`src/hw/mrb_pkg.sv`:
```
// package: constants and types of the serial responder bridge
package mrb_pkg;
  // system clock and serial timing
  localparam int CLK_HZ_DEFAULT = 20_000_000;
  localparam int BAUD_19200 = 19200;
  localparam int BAUD_9600 = 9600;
  localparam int BAUD_4800 = 4800;
  localparam int BAUD_2400 = 2400;
  localparam int BAUD_1200 = 1200;
  localparam int BAUD_600 = 600;
  localparam int BAUD_300 = 300;
  localparam logic [5:0] GAP_BITS = 6'h27; // 3.5 characters of 11 bits, rounded up
  localparam int CYC_W = 17;

  // rate selector codes
  localparam logic [2:0] RATE_19200 = 3'h7;
  localparam logic [2:0] RATE_9600 = 3'h6;
  localparam logic [2:0] RATE_4800 = 3'h5;
  localparam logic [2:0] RATE_2400 = 3'h4;
  localparam logic [2:0] RATE_1200 = 3'h3;
  localparam logic [2:0] RATE_600 = 3'h2;
  localparam logic [2:0] RATE_300 = 3'h1;
  localparam logic [2:0] RATE_RESERVED = 3'h0;

  // register byte offsets
  localparam logic [8:0] OFS_CTRL = 9'h000;
  localparam logic [8:0] OFS_STATUS = 9'h004;
  localparam logic [8:0] OFS_TX_LEN = 9'h008;
  localparam logic [8:0] OFS_DROPS = 9'h00C;
  localparam logic [8:0] OFS_BUF = 9'h100;

  // control and status register fields
  localparam int CTRL_EN = 0;
  localparam int CTRL_RATE_LSB = 1;
  localparam int CTRL_PAR_EN = 4;
  localparam int CTRL_PAR_EVEN = 5;
  localparam int CTRL_STN_LSB = 6;
  localparam int STAT_PENDING = 0;
  localparam int STAT_TX = 1;
  localparam int STAT_LEN_LSB = 8;

  // reset values
  localparam logic RST_EN = 1'b1;
  localparam logic [2:0] RST_RATE = RATE_9600;
  localparam logic [4:0] RST_STATION = 5'h01;

  // frame layout and function codes
  localparam int BUF_DEPTH = 64;
  localparam logic [6:0] MIN_FRAME = 7'h04;
  localparam logic [15:0] CRC_INIT = 16'hFFFF;
  localparam logic [15:0] CRC_POLY = 16'hA001;
  localparam logic [7:0] FC_READ_COILS = 8'h01;
  localparam logic [7:0] FC_READ_INPUTS = 8'h02;
  localparam logic [7:0] FC_READ_HOLDING = 8'h03;
  localparam logic [7:0] FC_READ_INPUT_REG = 8'h04;
  localparam logic [7:0] FC_WRITE_COIL = 8'h05;
  localparam logic [7:0] FC_WRITE_REG = 8'h06;
  localparam logic [7:0] FC_WRITE_COILS = 8'h0F;
  localparam logic [7:0] FC_WRITE_REGS = 8'h10;
  localparam logic [7:0] EXC_FLAG = 8'h80;
  localparam logic [7:0] EXC_ILLEGAL_FC = 8'h01;
  localparam logic [6:0] EXC_LEN = 7'h03;

  typedef enum logic [2:0] {
    MRB_IDLE = 3'h0,
    MRB_CHECK = 3'h1,
    MRB_WAIT_HOST = 3'h3,
    MRB_TX_DATA = 3'h2,
    MRB_TX_CRC_LO = 3'h6,
    MRB_TX_CRC_HI = 3'h7
  } mrb_state_t;
endpackage

```
`src/hw/mrb_char_if.sv`:
```
// interface: character link between frame logic and serial engine
interface mrb_char_if;
  logic [mrb_pkg::CYC_W-1:0] bit_cycles;
  logic parity_enable;
  logic parity_even_select;
  logic rx_valid;
  logic [7:0] rx_data;
  logic rx_err;
  logic rx_gap;
  logic tx_valid;
  logic [7:0] tx_data;
  logic tx_ready;
  logic tx_active;

  modport ctrl (
    output bit_cycles, parity_enable, parity_even_select, tx_valid, tx_data,
    input rx_valid, rx_data, rx_err, rx_gap, tx_ready, tx_active
  );
  modport phy (
    input bit_cycles, parity_enable, parity_even_select, tx_valid, tx_data,
    output rx_valid, rx_data, rx_err, rx_gap, tx_ready, tx_active
  );
endinterface

```
`src/hw/mrb_char_engine.sv`:
```
// module: half-duplex character engine with parity and silence detection
module mrb_char_engine (
  input wire logic sys_clk,
  input wire logic rstn,
  input wire logic line_rx,
  output logic line_tx,
  output logic line_tx_oe,
  mrb_char_if.phy ch
);
  typedef struct packed {
    logic [2:0] sync;
    logic rx_line;
    logic rx_busy;
    logic [3:0] rx_bit;
    logic [mrb_pkg::CYC_W-1:0] rx_cnt;
    logic [7:0] rx_sh;
    logic rx_perr;
    logic rx_valid;
    logic rx_err;
    logic gap_armed;
    logic [mrb_pkg::CYC_W-1:0] gap_cnt;
    logic [5:0] gap_bits;
    logic rx_gap;
    logic tx_busy;
    logic [3:0] tx_bit;
    logic [mrb_pkg::CYC_W-1:0] tx_cnt;
    logic [10:0] tx_sh;
    logic tx_out;
  } mrb_eng_t;

  mrb_eng_t r;
  mrb_eng_t next_r;
  logic [3:0] rx_stop_bit;
  logic [3:0] tx_last_bit;
  logic par_bit;

  assign ch.rx_valid = r.rx_valid;
  assign ch.rx_data = r.rx_sh;
  assign ch.rx_err = r.rx_err;
  assign ch.rx_gap = r.rx_gap;
  // a character being received holds off the transmitter
  assign ch.tx_ready = ~r.tx_busy & ~r.rx_busy;
  assign ch.tx_active = r.tx_busy;
  assign line_tx = r.tx_out;
  assign line_tx_oe = r.tx_busy;

  // start, 8 data, optional parity, 1 stop
  assign rx_stop_bit = ch.parity_enable ? 4'hA : 4'h9;
  assign tx_last_bit = ch.parity_enable ? 4'hA : 4'h9;
  // even: parity bit equals xor of data; odd: its inverse
  assign par_bit = (^ch.tx_data) ^ ~ch.parity_even_select;

  // receive, silence timer and transmit
  always_comb begin
    next_r = r;
    next_r.rx_valid = 1'b0;
    next_r.rx_gap = 1'b0;
    next_r.sync = {r.sync[1:0], line_rx};
    // the line level moves only when the two later stages agree
    if (r.sync[1] == r.sync[2]) begin
      next_r.rx_line = r.sync[2];
    end
    if (!r.rx_busy) begin
      // half duplex: our own transmission is never received
      if (!r.tx_busy && !r.rx_line) begin
        next_r.rx_busy = 1'b1;
        next_r.rx_bit = 4'h0;
        next_r.rx_cnt = ch.bit_cycles >> 1;
        next_r.rx_perr = 1'b0;
      end
    end else if (r.rx_cnt != '0) begin
      next_r.rx_cnt = r.rx_cnt - 1'b1;
    end else begin
      next_r.rx_cnt = ch.bit_cycles - 1'b1;
      next_r.rx_bit = r.rx_bit + 1'b1;
      if (r.rx_bit == 4'h0) begin
        next_r.rx_busy = ~r.rx_line; // glitch rather than a start bit
      end else if (r.rx_bit <= 4'h8) begin
        next_r.rx_sh = {r.rx_line, r.rx_sh[7:1]};
      end else if (r.rx_bit == rx_stop_bit) begin
        next_r.rx_busy = 1'b0;
        next_r.rx_valid = 1'b1;
        next_r.rx_err = r.rx_perr | ~r.rx_line; // framing counts as error too
        next_r.gap_armed = 1'b1;
        next_r.gap_cnt = '0;
        next_r.gap_bits = '0;
      end else begin
        next_r.rx_perr = (^r.rx_sh) ^ r.rx_line ^ ~ch.parity_even_select;
      end
    end
    // end of frame after 39 quiet bit times, 3.5 characters of 11 bits
    if (r.rx_busy || !r.rx_line) begin
      next_r.gap_cnt = '0;
      next_r.gap_bits = '0;
    end else if (r.gap_armed) begin
      if (r.gap_cnt >= ch.bit_cycles - 1'b1) begin
        next_r.gap_cnt = '0;
        next_r.gap_bits = r.gap_bits + 1'b1;
        if (r.gap_bits + 1'b1 == mrb_pkg::GAP_BITS) begin
          next_r.rx_gap = 1'b1;
          next_r.gap_armed = 1'b0;
        end
      end else begin
        next_r.gap_cnt = r.gap_cnt + 1'b1;
      end
    end
    // transmitter: shift out lsb first, line idles high
    if (!r.tx_busy) begin
      next_r.tx_out = 1'b1;
      if (ch.tx_valid && !r.rx_busy) begin
        next_r.tx_busy = 1'b1;
        next_r.tx_bit = 4'h0;
        next_r.tx_cnt = ch.bit_cycles - 1'b1;
        next_r.tx_out = 1'b0;
        next_r.tx_sh = ch.parity_enable ? {1'b1, par_bit, ch.tx_data, 1'b0}
                                        : {2'h3, ch.tx_data, 1'b0};
      end
    end else if (r.tx_cnt != '0) begin
      next_r.tx_cnt = r.tx_cnt - 1'b1;
    end else if (r.tx_bit == tx_last_bit) begin
      next_r.tx_busy = 1'b0;
      next_r.tx_out = 1'b1;
    end else begin
      next_r.tx_cnt = ch.bit_cycles - 1'b1;
      next_r.tx_bit = r.tx_bit + 1'b1;
      next_r.tx_sh = {1'b1, r.tx_sh[10:1]};
      next_r.tx_out = r.tx_sh[1];
    end
  end

  always_ff @(posedge sys_clk) begin
    if (!rstn) begin
      r <= '0;
      r.sync <= 3'h7;
      r.rx_line <= 1'b1;
      r.tx_out <= 1'b1;
    end else begin
      r <= next_r;
    end
  end
endmodule

```
`src/hw/mrb_bridge.sv`:
```
// module: serial responder frame logic, command issue and register slave
module mrb_bridge #(
  parameter int CLK_HZ = mrb_pkg::CLK_HZ_DEFAULT
) (
  input wire logic sys_clk,
  input wire logic rstn,
  input wire logic [6:0] avs_address,
  input wire logic avs_read,
  input wire logic avs_write,
  input wire logic [31:0] avs_writedata,
  output logic [31:0] avs_readdata,
  output logic avs_waitrequest,
  input wire logic line_rx,
  output logic line_tx,
  output logic line_tx_oe,
  output logic internal_read_command,
  output logic internal_write_command,
  output logic [7:0] cmd_function,
  output logic [15:0] cmd_start,
  output logic [15:0] cmd_quantity
);
  typedef struct packed {
    mrb_pkg::mrb_state_t state;
    logic enable;
    logic [2:0] rate_sel;
    logic parity_enable;
    logic parity_even_select;
    logic [4:0] station;
    logic [mrb_pkg::CYC_W-1:0] bit_cycles;
    logic [6:0] rx_len;
    logic [15:0] crc;
    logic bad;
    logic [6:0] tx_len;
    logic [6:0] tx_idx;
    logic tx_valid;
    logic [7:0] tx_data;
    logic [mrb_pkg::BUF_DEPTH-1:0][7:0] frame;
    logic [15:0] drops;
    logic rd_cmd;
    logic wr_cmd;
    logic [7:0] fc;
    logic [15:0] start;
    logic [15:0] qty;
    logic waitreq;
    logic [31:0] rdata;
  } mrb_top_t;

  mrb_top_t r;
  mrb_top_t next_r;
  logic [8:0] ofs;
  logic [5:0] buf_idx;
  logic acc;

  mrb_char_if ch ();

  mrb_char_engine u_engine (
    .sys_clk(sys_clk),
    .rstn(rstn),
    .line_rx(line_rx),
    .line_tx(line_tx),
    .line_tx_oe(line_tx_oe),
    .ch(ch)
  );

  assign ch.bit_cycles = r.bit_cycles;
  assign ch.parity_enable = r.parity_enable;
  assign ch.parity_even_select = r.parity_even_select;
  assign ch.tx_valid = r.tx_valid;
  assign ch.tx_data = r.tx_data;

  assign avs_readdata = r.rdata;
  assign avs_waitrequest = r.waitreq; // held in its own flop, no gate on the pin
  assign internal_read_command = r.rd_cmd;
  assign internal_write_command = r.wr_cmd;
  assign cmd_function = r.fc;
  assign cmd_start = r.start;
  assign cmd_quantity = r.qty;

  assign ofs = {avs_address, 2'b00};
  assign buf_idx = avs_address[5:0];
  // the access completes at the edge where waitrequest is seen low
  assign acc = ~r.waitreq & (avs_read | avs_write);

  // cycles per bit for each selector code; reserved code yields zero
  function automatic logic [mrb_pkg::CYC_W-1:0] rate_cycles(input logic [2:0] sel);
    int baud;
    baud = 0;
    case (sel)
      mrb_pkg::RATE_19200: baud = mrb_pkg::BAUD_19200;
      mrb_pkg::RATE_9600: baud = mrb_pkg::BAUD_9600;
      mrb_pkg::RATE_4800: baud = mrb_pkg::BAUD_4800;
      mrb_pkg::RATE_2400: baud = mrb_pkg::BAUD_2400;
      mrb_pkg::RATE_1200: baud = mrb_pkg::BAUD_1200;
      mrb_pkg::RATE_600: baud = mrb_pkg::BAUD_600;
      mrb_pkg::RATE_300: baud = mrb_pkg::BAUD_300;
      default: baud = 0;
    endcase
    rate_cycles = (baud == 0) ? '0 : mrb_pkg::CYC_W'(CLK_HZ / baud);
  endfunction

  // one crc-16 byte step, reflected polynomial
  function automatic logic [15:0] crc_step(input logic [15:0] c, input logic [7:0] d);
    logic [15:0] x;
    x = c ^ {8'h00, d};
    for (int i = 0; i < 8; i++) begin
      x = x[0] ? ((x >> 1) ^ mrb_pkg::CRC_POLY) : (x >> 1);
    end
    crc_step = x;
  endfunction

  // frame handling, command issue and register access
  always_comb begin
    next_r = r;
    next_r.rd_cmd = 1'b0;
    next_r.wr_cmd = 1'b0;
    next_r.waitreq = 1'b1;
    next_r.bit_cycles = rate_cycles(r.rate_sel);
    if (r.tx_valid && ch.tx_ready) begin
      next_r.tx_valid = 1'b0;
    end
    case (r.state)
      mrb_pkg::MRB_IDLE: begin
        if (ch.rx_valid) begin
          // every byte up to the buffer depth is collected, whoever it is addressed to
          if (r.rx_len < 7'(mrb_pkg::BUF_DEPTH)) begin
            next_r.frame[r.rx_len[5:0]] = ch.rx_data;
            next_r.rx_len = r.rx_len + 1'b1;
          end else begin
            next_r.bad = 1'b1; // overlong frame cannot be checked
          end
          next_r.crc = crc_step(r.crc, ch.rx_data);
          next_r.bad = next_r.bad | ch.rx_err;
        end else if (ch.rx_gap) begin
          next_r.state = mrb_pkg::MRB_CHECK;
        end
      end
      mrb_pkg::MRB_CHECK: begin
        next_r.state = mrb_pkg::MRB_IDLE;
        next_r.rx_len = '0;
        next_r.crc = mrb_pkg::CRC_INIT;
        next_r.bad = 1'b0;
        if (r.bad || r.crc != '0 || r.rx_len < mrb_pkg::MIN_FRAME) begin
          next_r.drops = r.drops + 1'b1;
        end else if (r.enable && r.frame[0] == {3'h0, r.station}) begin
          next_r.fc = r.frame[1];
          next_r.start = {r.frame[2], r.frame[3]};
          next_r.qty = {r.frame[4], r.frame[5]};
          case (r.frame[1])
            mrb_pkg::FC_READ_COILS, mrb_pkg::FC_READ_INPUTS,
            mrb_pkg::FC_READ_HOLDING, mrb_pkg::FC_READ_INPUT_REG: begin
              next_r.rd_cmd = 1'b1;
              next_r.state = mrb_pkg::MRB_WAIT_HOST;
            end
            mrb_pkg::FC_WRITE_COIL, mrb_pkg::FC_WRITE_REG,
            mrb_pkg::FC_WRITE_COILS, mrb_pkg::FC_WRITE_REGS: begin
              next_r.wr_cmd = 1'b1;
              next_r.state = mrb_pkg::MRB_WAIT_HOST;
            end
            default: begin
              // loopback and all others: exception reply, no echo
              next_r.frame[1] = r.frame[1] | mrb_pkg::EXC_FLAG;
              next_r.frame[2] = mrb_pkg::EXC_ILLEGAL_FC;
              next_r.tx_len = mrb_pkg::EXC_LEN;
              next_r.tx_idx = '0;
              next_r.state = mrb_pkg::MRB_TX_DATA;
            end
          endcase
        end
      end
      mrb_pkg::MRB_WAIT_HOST: begin
        // only a pending request lets software start a reply
        if (acc && avs_write && ofs == mrb_pkg::OFS_TX_LEN
            && avs_writedata[6:0] != '0) begin
          next_r.tx_len = (avs_writedata[6:0] > 7'(mrb_pkg::BUF_DEPTH))
                          ? 7'(mrb_pkg::BUF_DEPTH) : avs_writedata[6:0];
          next_r.tx_idx = '0;
          next_r.state = mrb_pkg::MRB_TX_DATA;
        end
      end
      mrb_pkg::MRB_TX_DATA: begin
        if (!r.tx_valid && ch.tx_ready) begin
          next_r.tx_valid = 1'b1;
          next_r.tx_data = r.frame[r.tx_idx[5:0]];
          next_r.crc = crc_step(r.crc, r.frame[r.tx_idx[5:0]]);
          next_r.tx_idx = r.tx_idx + 1'b1;
          if (r.tx_idx + 1'b1 == r.tx_len) begin
            next_r.state = mrb_pkg::MRB_TX_CRC_LO;
          end
        end
      end
      mrb_pkg::MRB_TX_CRC_LO: begin
        if (!r.tx_valid && ch.tx_ready) begin
          next_r.tx_valid = 1'b1;
          next_r.tx_data = r.crc[7:0];
          next_r.state = mrb_pkg::MRB_TX_CRC_HI;
        end
      end
      mrb_pkg::MRB_TX_CRC_HI: begin
        if (!r.tx_valid && ch.tx_ready) begin
          next_r.tx_valid = 1'b1;
          next_r.tx_data = r.crc[15:8];
          next_r.crc = mrb_pkg::CRC_INIT;
          next_r.state = mrb_pkg::MRB_IDLE;
        end
      end
      default: begin
        next_r.state = mrb_pkg::MRB_IDLE;
      end
    endcase
    // bus slave: one wait cycle, then a single ready cycle
    if ((avs_read || avs_write) && r.waitreq) begin
      next_r.waitreq = 1'b0;
      next_r.rdata = '0;
      if (ofs == mrb_pkg::OFS_CTRL) begin
        next_r.rdata[mrb_pkg::CTRL_EN] = r.enable;
        next_r.rdata[mrb_pkg::CTRL_RATE_LSB +: 3] = r.rate_sel;
        next_r.rdata[mrb_pkg::CTRL_PAR_EN] = r.parity_enable;
        next_r.rdata[mrb_pkg::CTRL_PAR_EVEN] = r.parity_even_select;
        next_r.rdata[mrb_pkg::CTRL_STN_LSB +: 5] = r.station;
      end else if (ofs == mrb_pkg::OFS_STATUS) begin
        next_r.rdata[mrb_pkg::STAT_PENDING] = (r.state == mrb_pkg::MRB_WAIT_HOST);
        next_r.rdata[mrb_pkg::STAT_TX] = ch.tx_active;
        next_r.rdata[mrb_pkg::STAT_LEN_LSB +: 7] = r.rx_len;
      end else if (ofs == mrb_pkg::OFS_TX_LEN) begin
        next_r.rdata[6:0] = r.tx_len;
      end else if (ofs == mrb_pkg::OFS_DROPS) begin
        next_r.rdata[15:0] = r.drops;
      end else if (ofs >= mrb_pkg::OFS_BUF) begin
        next_r.rdata[7:0] = r.frame[buf_idx];
      end
    end
    if (acc && avs_write) begin
      if (ofs == mrb_pkg::OFS_CTRL) begin
        next_r.enable = avs_writedata[mrb_pkg::CTRL_EN];
        next_r.parity_enable = avs_writedata[mrb_pkg::CTRL_PAR_EN];
        next_r.parity_even_select = avs_writedata[mrb_pkg::CTRL_PAR_EVEN];
        if (avs_writedata[mrb_pkg::CTRL_RATE_LSB +: 3] != mrb_pkg::RATE_RESERVED) begin
          next_r.rate_sel = avs_writedata[mrb_pkg::CTRL_RATE_LSB +: 3];
        end
        // station zero is refused, the field cannot reach 32
        if (avs_writedata[mrb_pkg::CTRL_STN_LSB +: 5] != '0) begin
          next_r.station = avs_writedata[mrb_pkg::CTRL_STN_LSB +: 5];
        end
      end else if (ofs >= mrb_pkg::OFS_BUF && r.state == mrb_pkg::MRB_WAIT_HOST) begin
        next_r.frame[buf_idx] = avs_writedata[7:0]; // reply is staged in place
      end
    end
  end

  always_ff @(posedge sys_clk) begin
    if (!rstn) begin
      r <= '0;
      r.state <= mrb_pkg::MRB_IDLE;
      r.waitreq <= 1'b1;
      r.enable <= mrb_pkg::RST_EN;
      r.rate_sel <= mrb_pkg::RST_RATE;
      r.station <= mrb_pkg::RST_STATION;
      r.crc <= mrb_pkg::CRC_INIT;
    end else begin
      r <= next_r;
    end
  end
endmodule

```
`config.mk`:
```
export PLATFORM = sky130hd
export DESIGN_NAME = mrb_bridge
export DESIGN_NICKNAME = d
export VERILOG_FILES = /design/src/hw/mrb_pkg.sv /design/src/hw/mrb_char_if.sv /design/src/hw/mrb_char_engine.sv /design/src/hw/mrb_bridge.sv
export SDC_FILE = /design/constraint.sdc
export NUM_CORES = 2
export LEC_CHECK = 0
export BUFFER_PORTS_ARGS = -buffer_cell sky130_fd_sc_hd__buf_2
export CAP_MARGIN = 0
export CELL_PAD_IN_SITES_DETAIL_PLACEMENT = 2
export CELL_PAD_IN_SITES_GLOBAL_PLACEMENT = 2
export CORE_MARGIN = 3
export CORE_UTILIZATION = 36
export DETAILED_ROUTE_END_ITERATION = 10
export PLACE_DENSITY = 0.87
export SLEW_MARGIN = 0
export SYNTH_ARGS = -nofsm -noshare
export SYNTH_HDL_FRONTEND = slang
export SYNTH_HIERARCHICAL = 1
export SYNTH_SLANG_ARGS = --single-unit
```
`constraint.sdc`:
```
create_clock -name sys_clk -period 56 [get_ports sys_clk]
set_input_delay 11.2 -clock sys_clk [delete_from_list [all_inputs] [get_ports sys_clk]]
set_output_delay 11.2 -clock sys_clk [all_outputs]
set_load 0.005 [all_outputs]
```
==> flow_metrics.py <==
metrics = {
    "status": {
        "status": "finished, violations left",
        "failed_checks": "capacitance limit, slew limit",
    },
    "route": {
        "wirelength_um": 340000,
        "post-route-drc-count": 0,
        "ant_nets": 0,
        "dr.pass1.iters": 8,
        "avgViaCountPerCell": 7.157,
        "vias": 70340,
        "wl_per_cell_um": 34.60,
        "drt_iter0_markers": 8250,
    },
    "yosys": {
        "yosys.area_share.adder_pct": 5.114,
        "synth-edff-count": 0,
        "synth_mux_area_share_pct": 12.24,
        "synth-xor-area-share_pct": 4.081,
        "synthTopCellsByArea": "dfxtp_1, o211a_1, nand2_1",
        "yosys-top-cells-count": "nand2_1, dfxtp_1, nand3_1",
        "avgSynthCellArea_um2": 8.110,
        "synth-seq-cells": 760,
        "synth_cell_types": 136,
        "synth-seq-area-share_pct": 24.44,
        "synth_cells": 7675,
        "synth_compound_area_share_pct": 27.00,
        "synth_ff_type": "dfxtp_1",
        "yosys_warnings": 6,
        "synth_top_family_by_area": "compound AO/OA/AOI/OAI gates",
        "synth.most_common_cell": "nand2_1",
        "synth_top_area_share_pct": 24.44,
        "synth-simple-area-share_pct": 21.75,
        "syn-cell-area_um2": 62240,
        "synth_async_sr_flop_share_pct": 0,
        "synth_top_cell_by_area": "dfxtp_1",
    },
    "clock_network": {
        "clk_latency_ns": 0.80,
        "htree_levels": 3,
        "numCtsBuffers": 92,
        "clk_pin_slew_ns": 0.06,
        "cts_tree": "built",
        "holdBufCountCts": 0,
        "clock-sinks": 760,
        "root_buffer": "clkbuf_16",
        "clk_path_buf_depth": 3,
    },
    "setup_path": {
        "worst-setup-path-type": "reg -> reg",
        "critical_path.max_stage_delay_ns": 0.59,
        "r2r_setup_slack_ns": 2.00,
        "path_common_cell": "a21oi_2",
        "crit_family": "compound AO/OA/AOI/OAI gates",
        "slowest_stage": "nor2_1",
        "critical_path_required_ns": 56.56,
        "crit_arrival_ns": 54.55,
        "path_buf_inv": 17,
        "startpoint_type": "register",
        "end_kind": "register",
        "critical_path.max_fanout": 39,
    },
    "sta": {
        "hold_slack_ns": 0.4404,
        "finalCritPeriodShare_pct": 96.42,
        "hold_viol": 0,
        "min_period_ns": 54.00,
        "finClkSkew_ns": 0.07637,
        "maxSlewHeadroom_pct": -3.604,
        "maxSlewViolCount": 46,
        "setup_viol": 0,
        "tightest_slew_ns": 1.554,
        "max_freq_ghz": 0.01852,
    },
    "die": {
        "io_pins": 121,
        "die_w_um": 421.8,
        "initial_core_util_pct": 36.48,
        "core-area_um2": 170600,
        "rows": 151,
        "die_height_um": 421.8,
        "die_area_um2": 177900,
    },
    "cells_and_area": {
        "utilization_pct": 40.18,
        "synthToLayoutAreaGrowth_pct": 10.13,
        "multiInputGateArea_um2": 44560,
        "final_nets": 7736,
        "drive_above_1_share_pct": 12.85,
        "seq_area_um2": 15260,
        "fillers": 18720,
        "final_cells": 9829,
    },
    "global_route": {
        "antenna_found_initial": 42,
        "grt_max_degree": 228,
        "overflow": 0,
        "grt_pass1_wl_um": 500800,
        "grt.total_usage_pct": 36.15,
        "grt_pass1_vias": 75720,
    },
    "power": {
        "vdd_ir_drop_max_mv": 0.03648,
        "power_density_nw_per_um2": 27.11,
        "leakage_uw": 0.03063,
    },
    "hold_path": {
        "holdCritPathClass": "reg -> reg",
    },
    "placed_design": {
        "io_buffers": 83,
        "dp.cells": 9602,
        "detailed_place_hpwl_um": 207300,
        "gp_congestion": 0.9300,
    },
    "job": {
        "maxCapViolCount": 2,
    },
}
final timing paths:
kind                                          start             endpoint  depth (start not counted)
worst min register to register  u_engine/next_r[94]  u_engine/next_r[95]                          1
worst max register to register               r[675]     ch.bit_cycles[0]                        268
worst min-delay path            u_engine/next_r[94]  u_engine/next_r[95]                          1
worst max-delay path                         r[675]     ch.bit_cycles[0]                        268
cell usage in the layout, fill, tap and decap left out, types with 56 or more instances in the layout:
master,instances
o211ai_1,64
xnor2_1,186
a221oi_1,62
nand2b_1,59
nor3_1,95
a21boi_0,60
and2_1,84
inv_1,104
nand3_1,589
buf_2,75
mux4_2,169
dfxtp_1,746
o211a_1,511
mux2i_1,326
a22oi_1,196
a21o_1,89
o21ai_0,297
xor2_1,94
nor2b_1,67
ha_1,230
nand2_1,1087
nand4_1,105
buf_4,235
nor2_1,385
a31oi_1,56
a21oi_1,320
clkbuf_16,93
layer usage:
layer / share of wire [%] / vias to the layer above / global-route usage, % / wire, µm
met5: 0.096 / - / 0.5645 / 328
met4: 9.7 / 32 / 31.02 / 33020
met3: 9.5 / 2116 / 9.833 / 32150
met2: 45 / 4951 / 57.39 / 153600
met1: 36 / 35070 / 40.01 / 120900
li1: - / 28180 / - / -
worst reg2reg max path, delay by kind of cell (launching register included):
kind	cells	cell delay (ns)
mux	11	3.30
compound gates	126	22.58
flops	1	0.40
fa+ha+maj	26	8.48
buf+inv	17	2.99
simple gates	86	15.85
xor+xnor	2	0.26
kinds of logic after synthesis:
kind of cell | count (synthesis)
simple gates | 2836
mux | 544
flops | 760
compound gates | 2209
buf+inv | 785
fa+ha+maj | 254
xor+xnor | 285
other cells | 2
report_power, final:
part / leakage [µW] / switching, µW / internal, µW
Combinational: 0.0230 / 413 / 247
Clock: 0.00151 / 291 / 362
Sequential: 0.00614 / 3.51 / 542
Total: 0.0306 / 707 / 1150
per-stage QoR:
| step | setup WS, ns | total power, µW | instance area, µm² | setup TNS [ns] |
|---|---|---|---|---|
| 5_1_grt | -0.9317 | 1937 | 68500 | -0.9317 |
| 4_1_cts | 0.02344 | 1812 | 67660 | 0 |
| 2_1_floorplan | 1.300 | 996.0 | 62320 | 0 |
| 3_3_place_gp | 0.2632 | 1129 | 64410 | 0 |
| 6_report | 2.002 | 1858 | 68550 | 0 |
| 3_5_place_dp | -2.324 | 1162 | 64410 | -2.447 |
layout make-up:
cell class,count,area share [%]
clock buffer,132,3.842
clock inverter,35,0.6772
sequential,760,22.27
multi-input combinational,6152,65.00
antenna,22,0.08032
timing repair buffer,321,3.328
inverter,112,0.6170
tap,2295,4.189
what timing repair did:
action,in CTS,in global routing
pin swaps,4,26
endpoints found under the setup margin,2,2
setup buffers,5,32
gates resized for setup,35,154
state kept, by name, indices dropped and copies added (netlist names), 2 cells and up:
name and cells:
r 578, u_engine/r 80, ch.bit_cycles 17, avs_readdata 16
cmd_quantity 16, cmd_start 16, ch.tx_data 8, cmd_function 8
u_engine/ch.rx_data 8, u_engine/next_r 2
No activity file was read; power rests on OpenSTA's default activity.
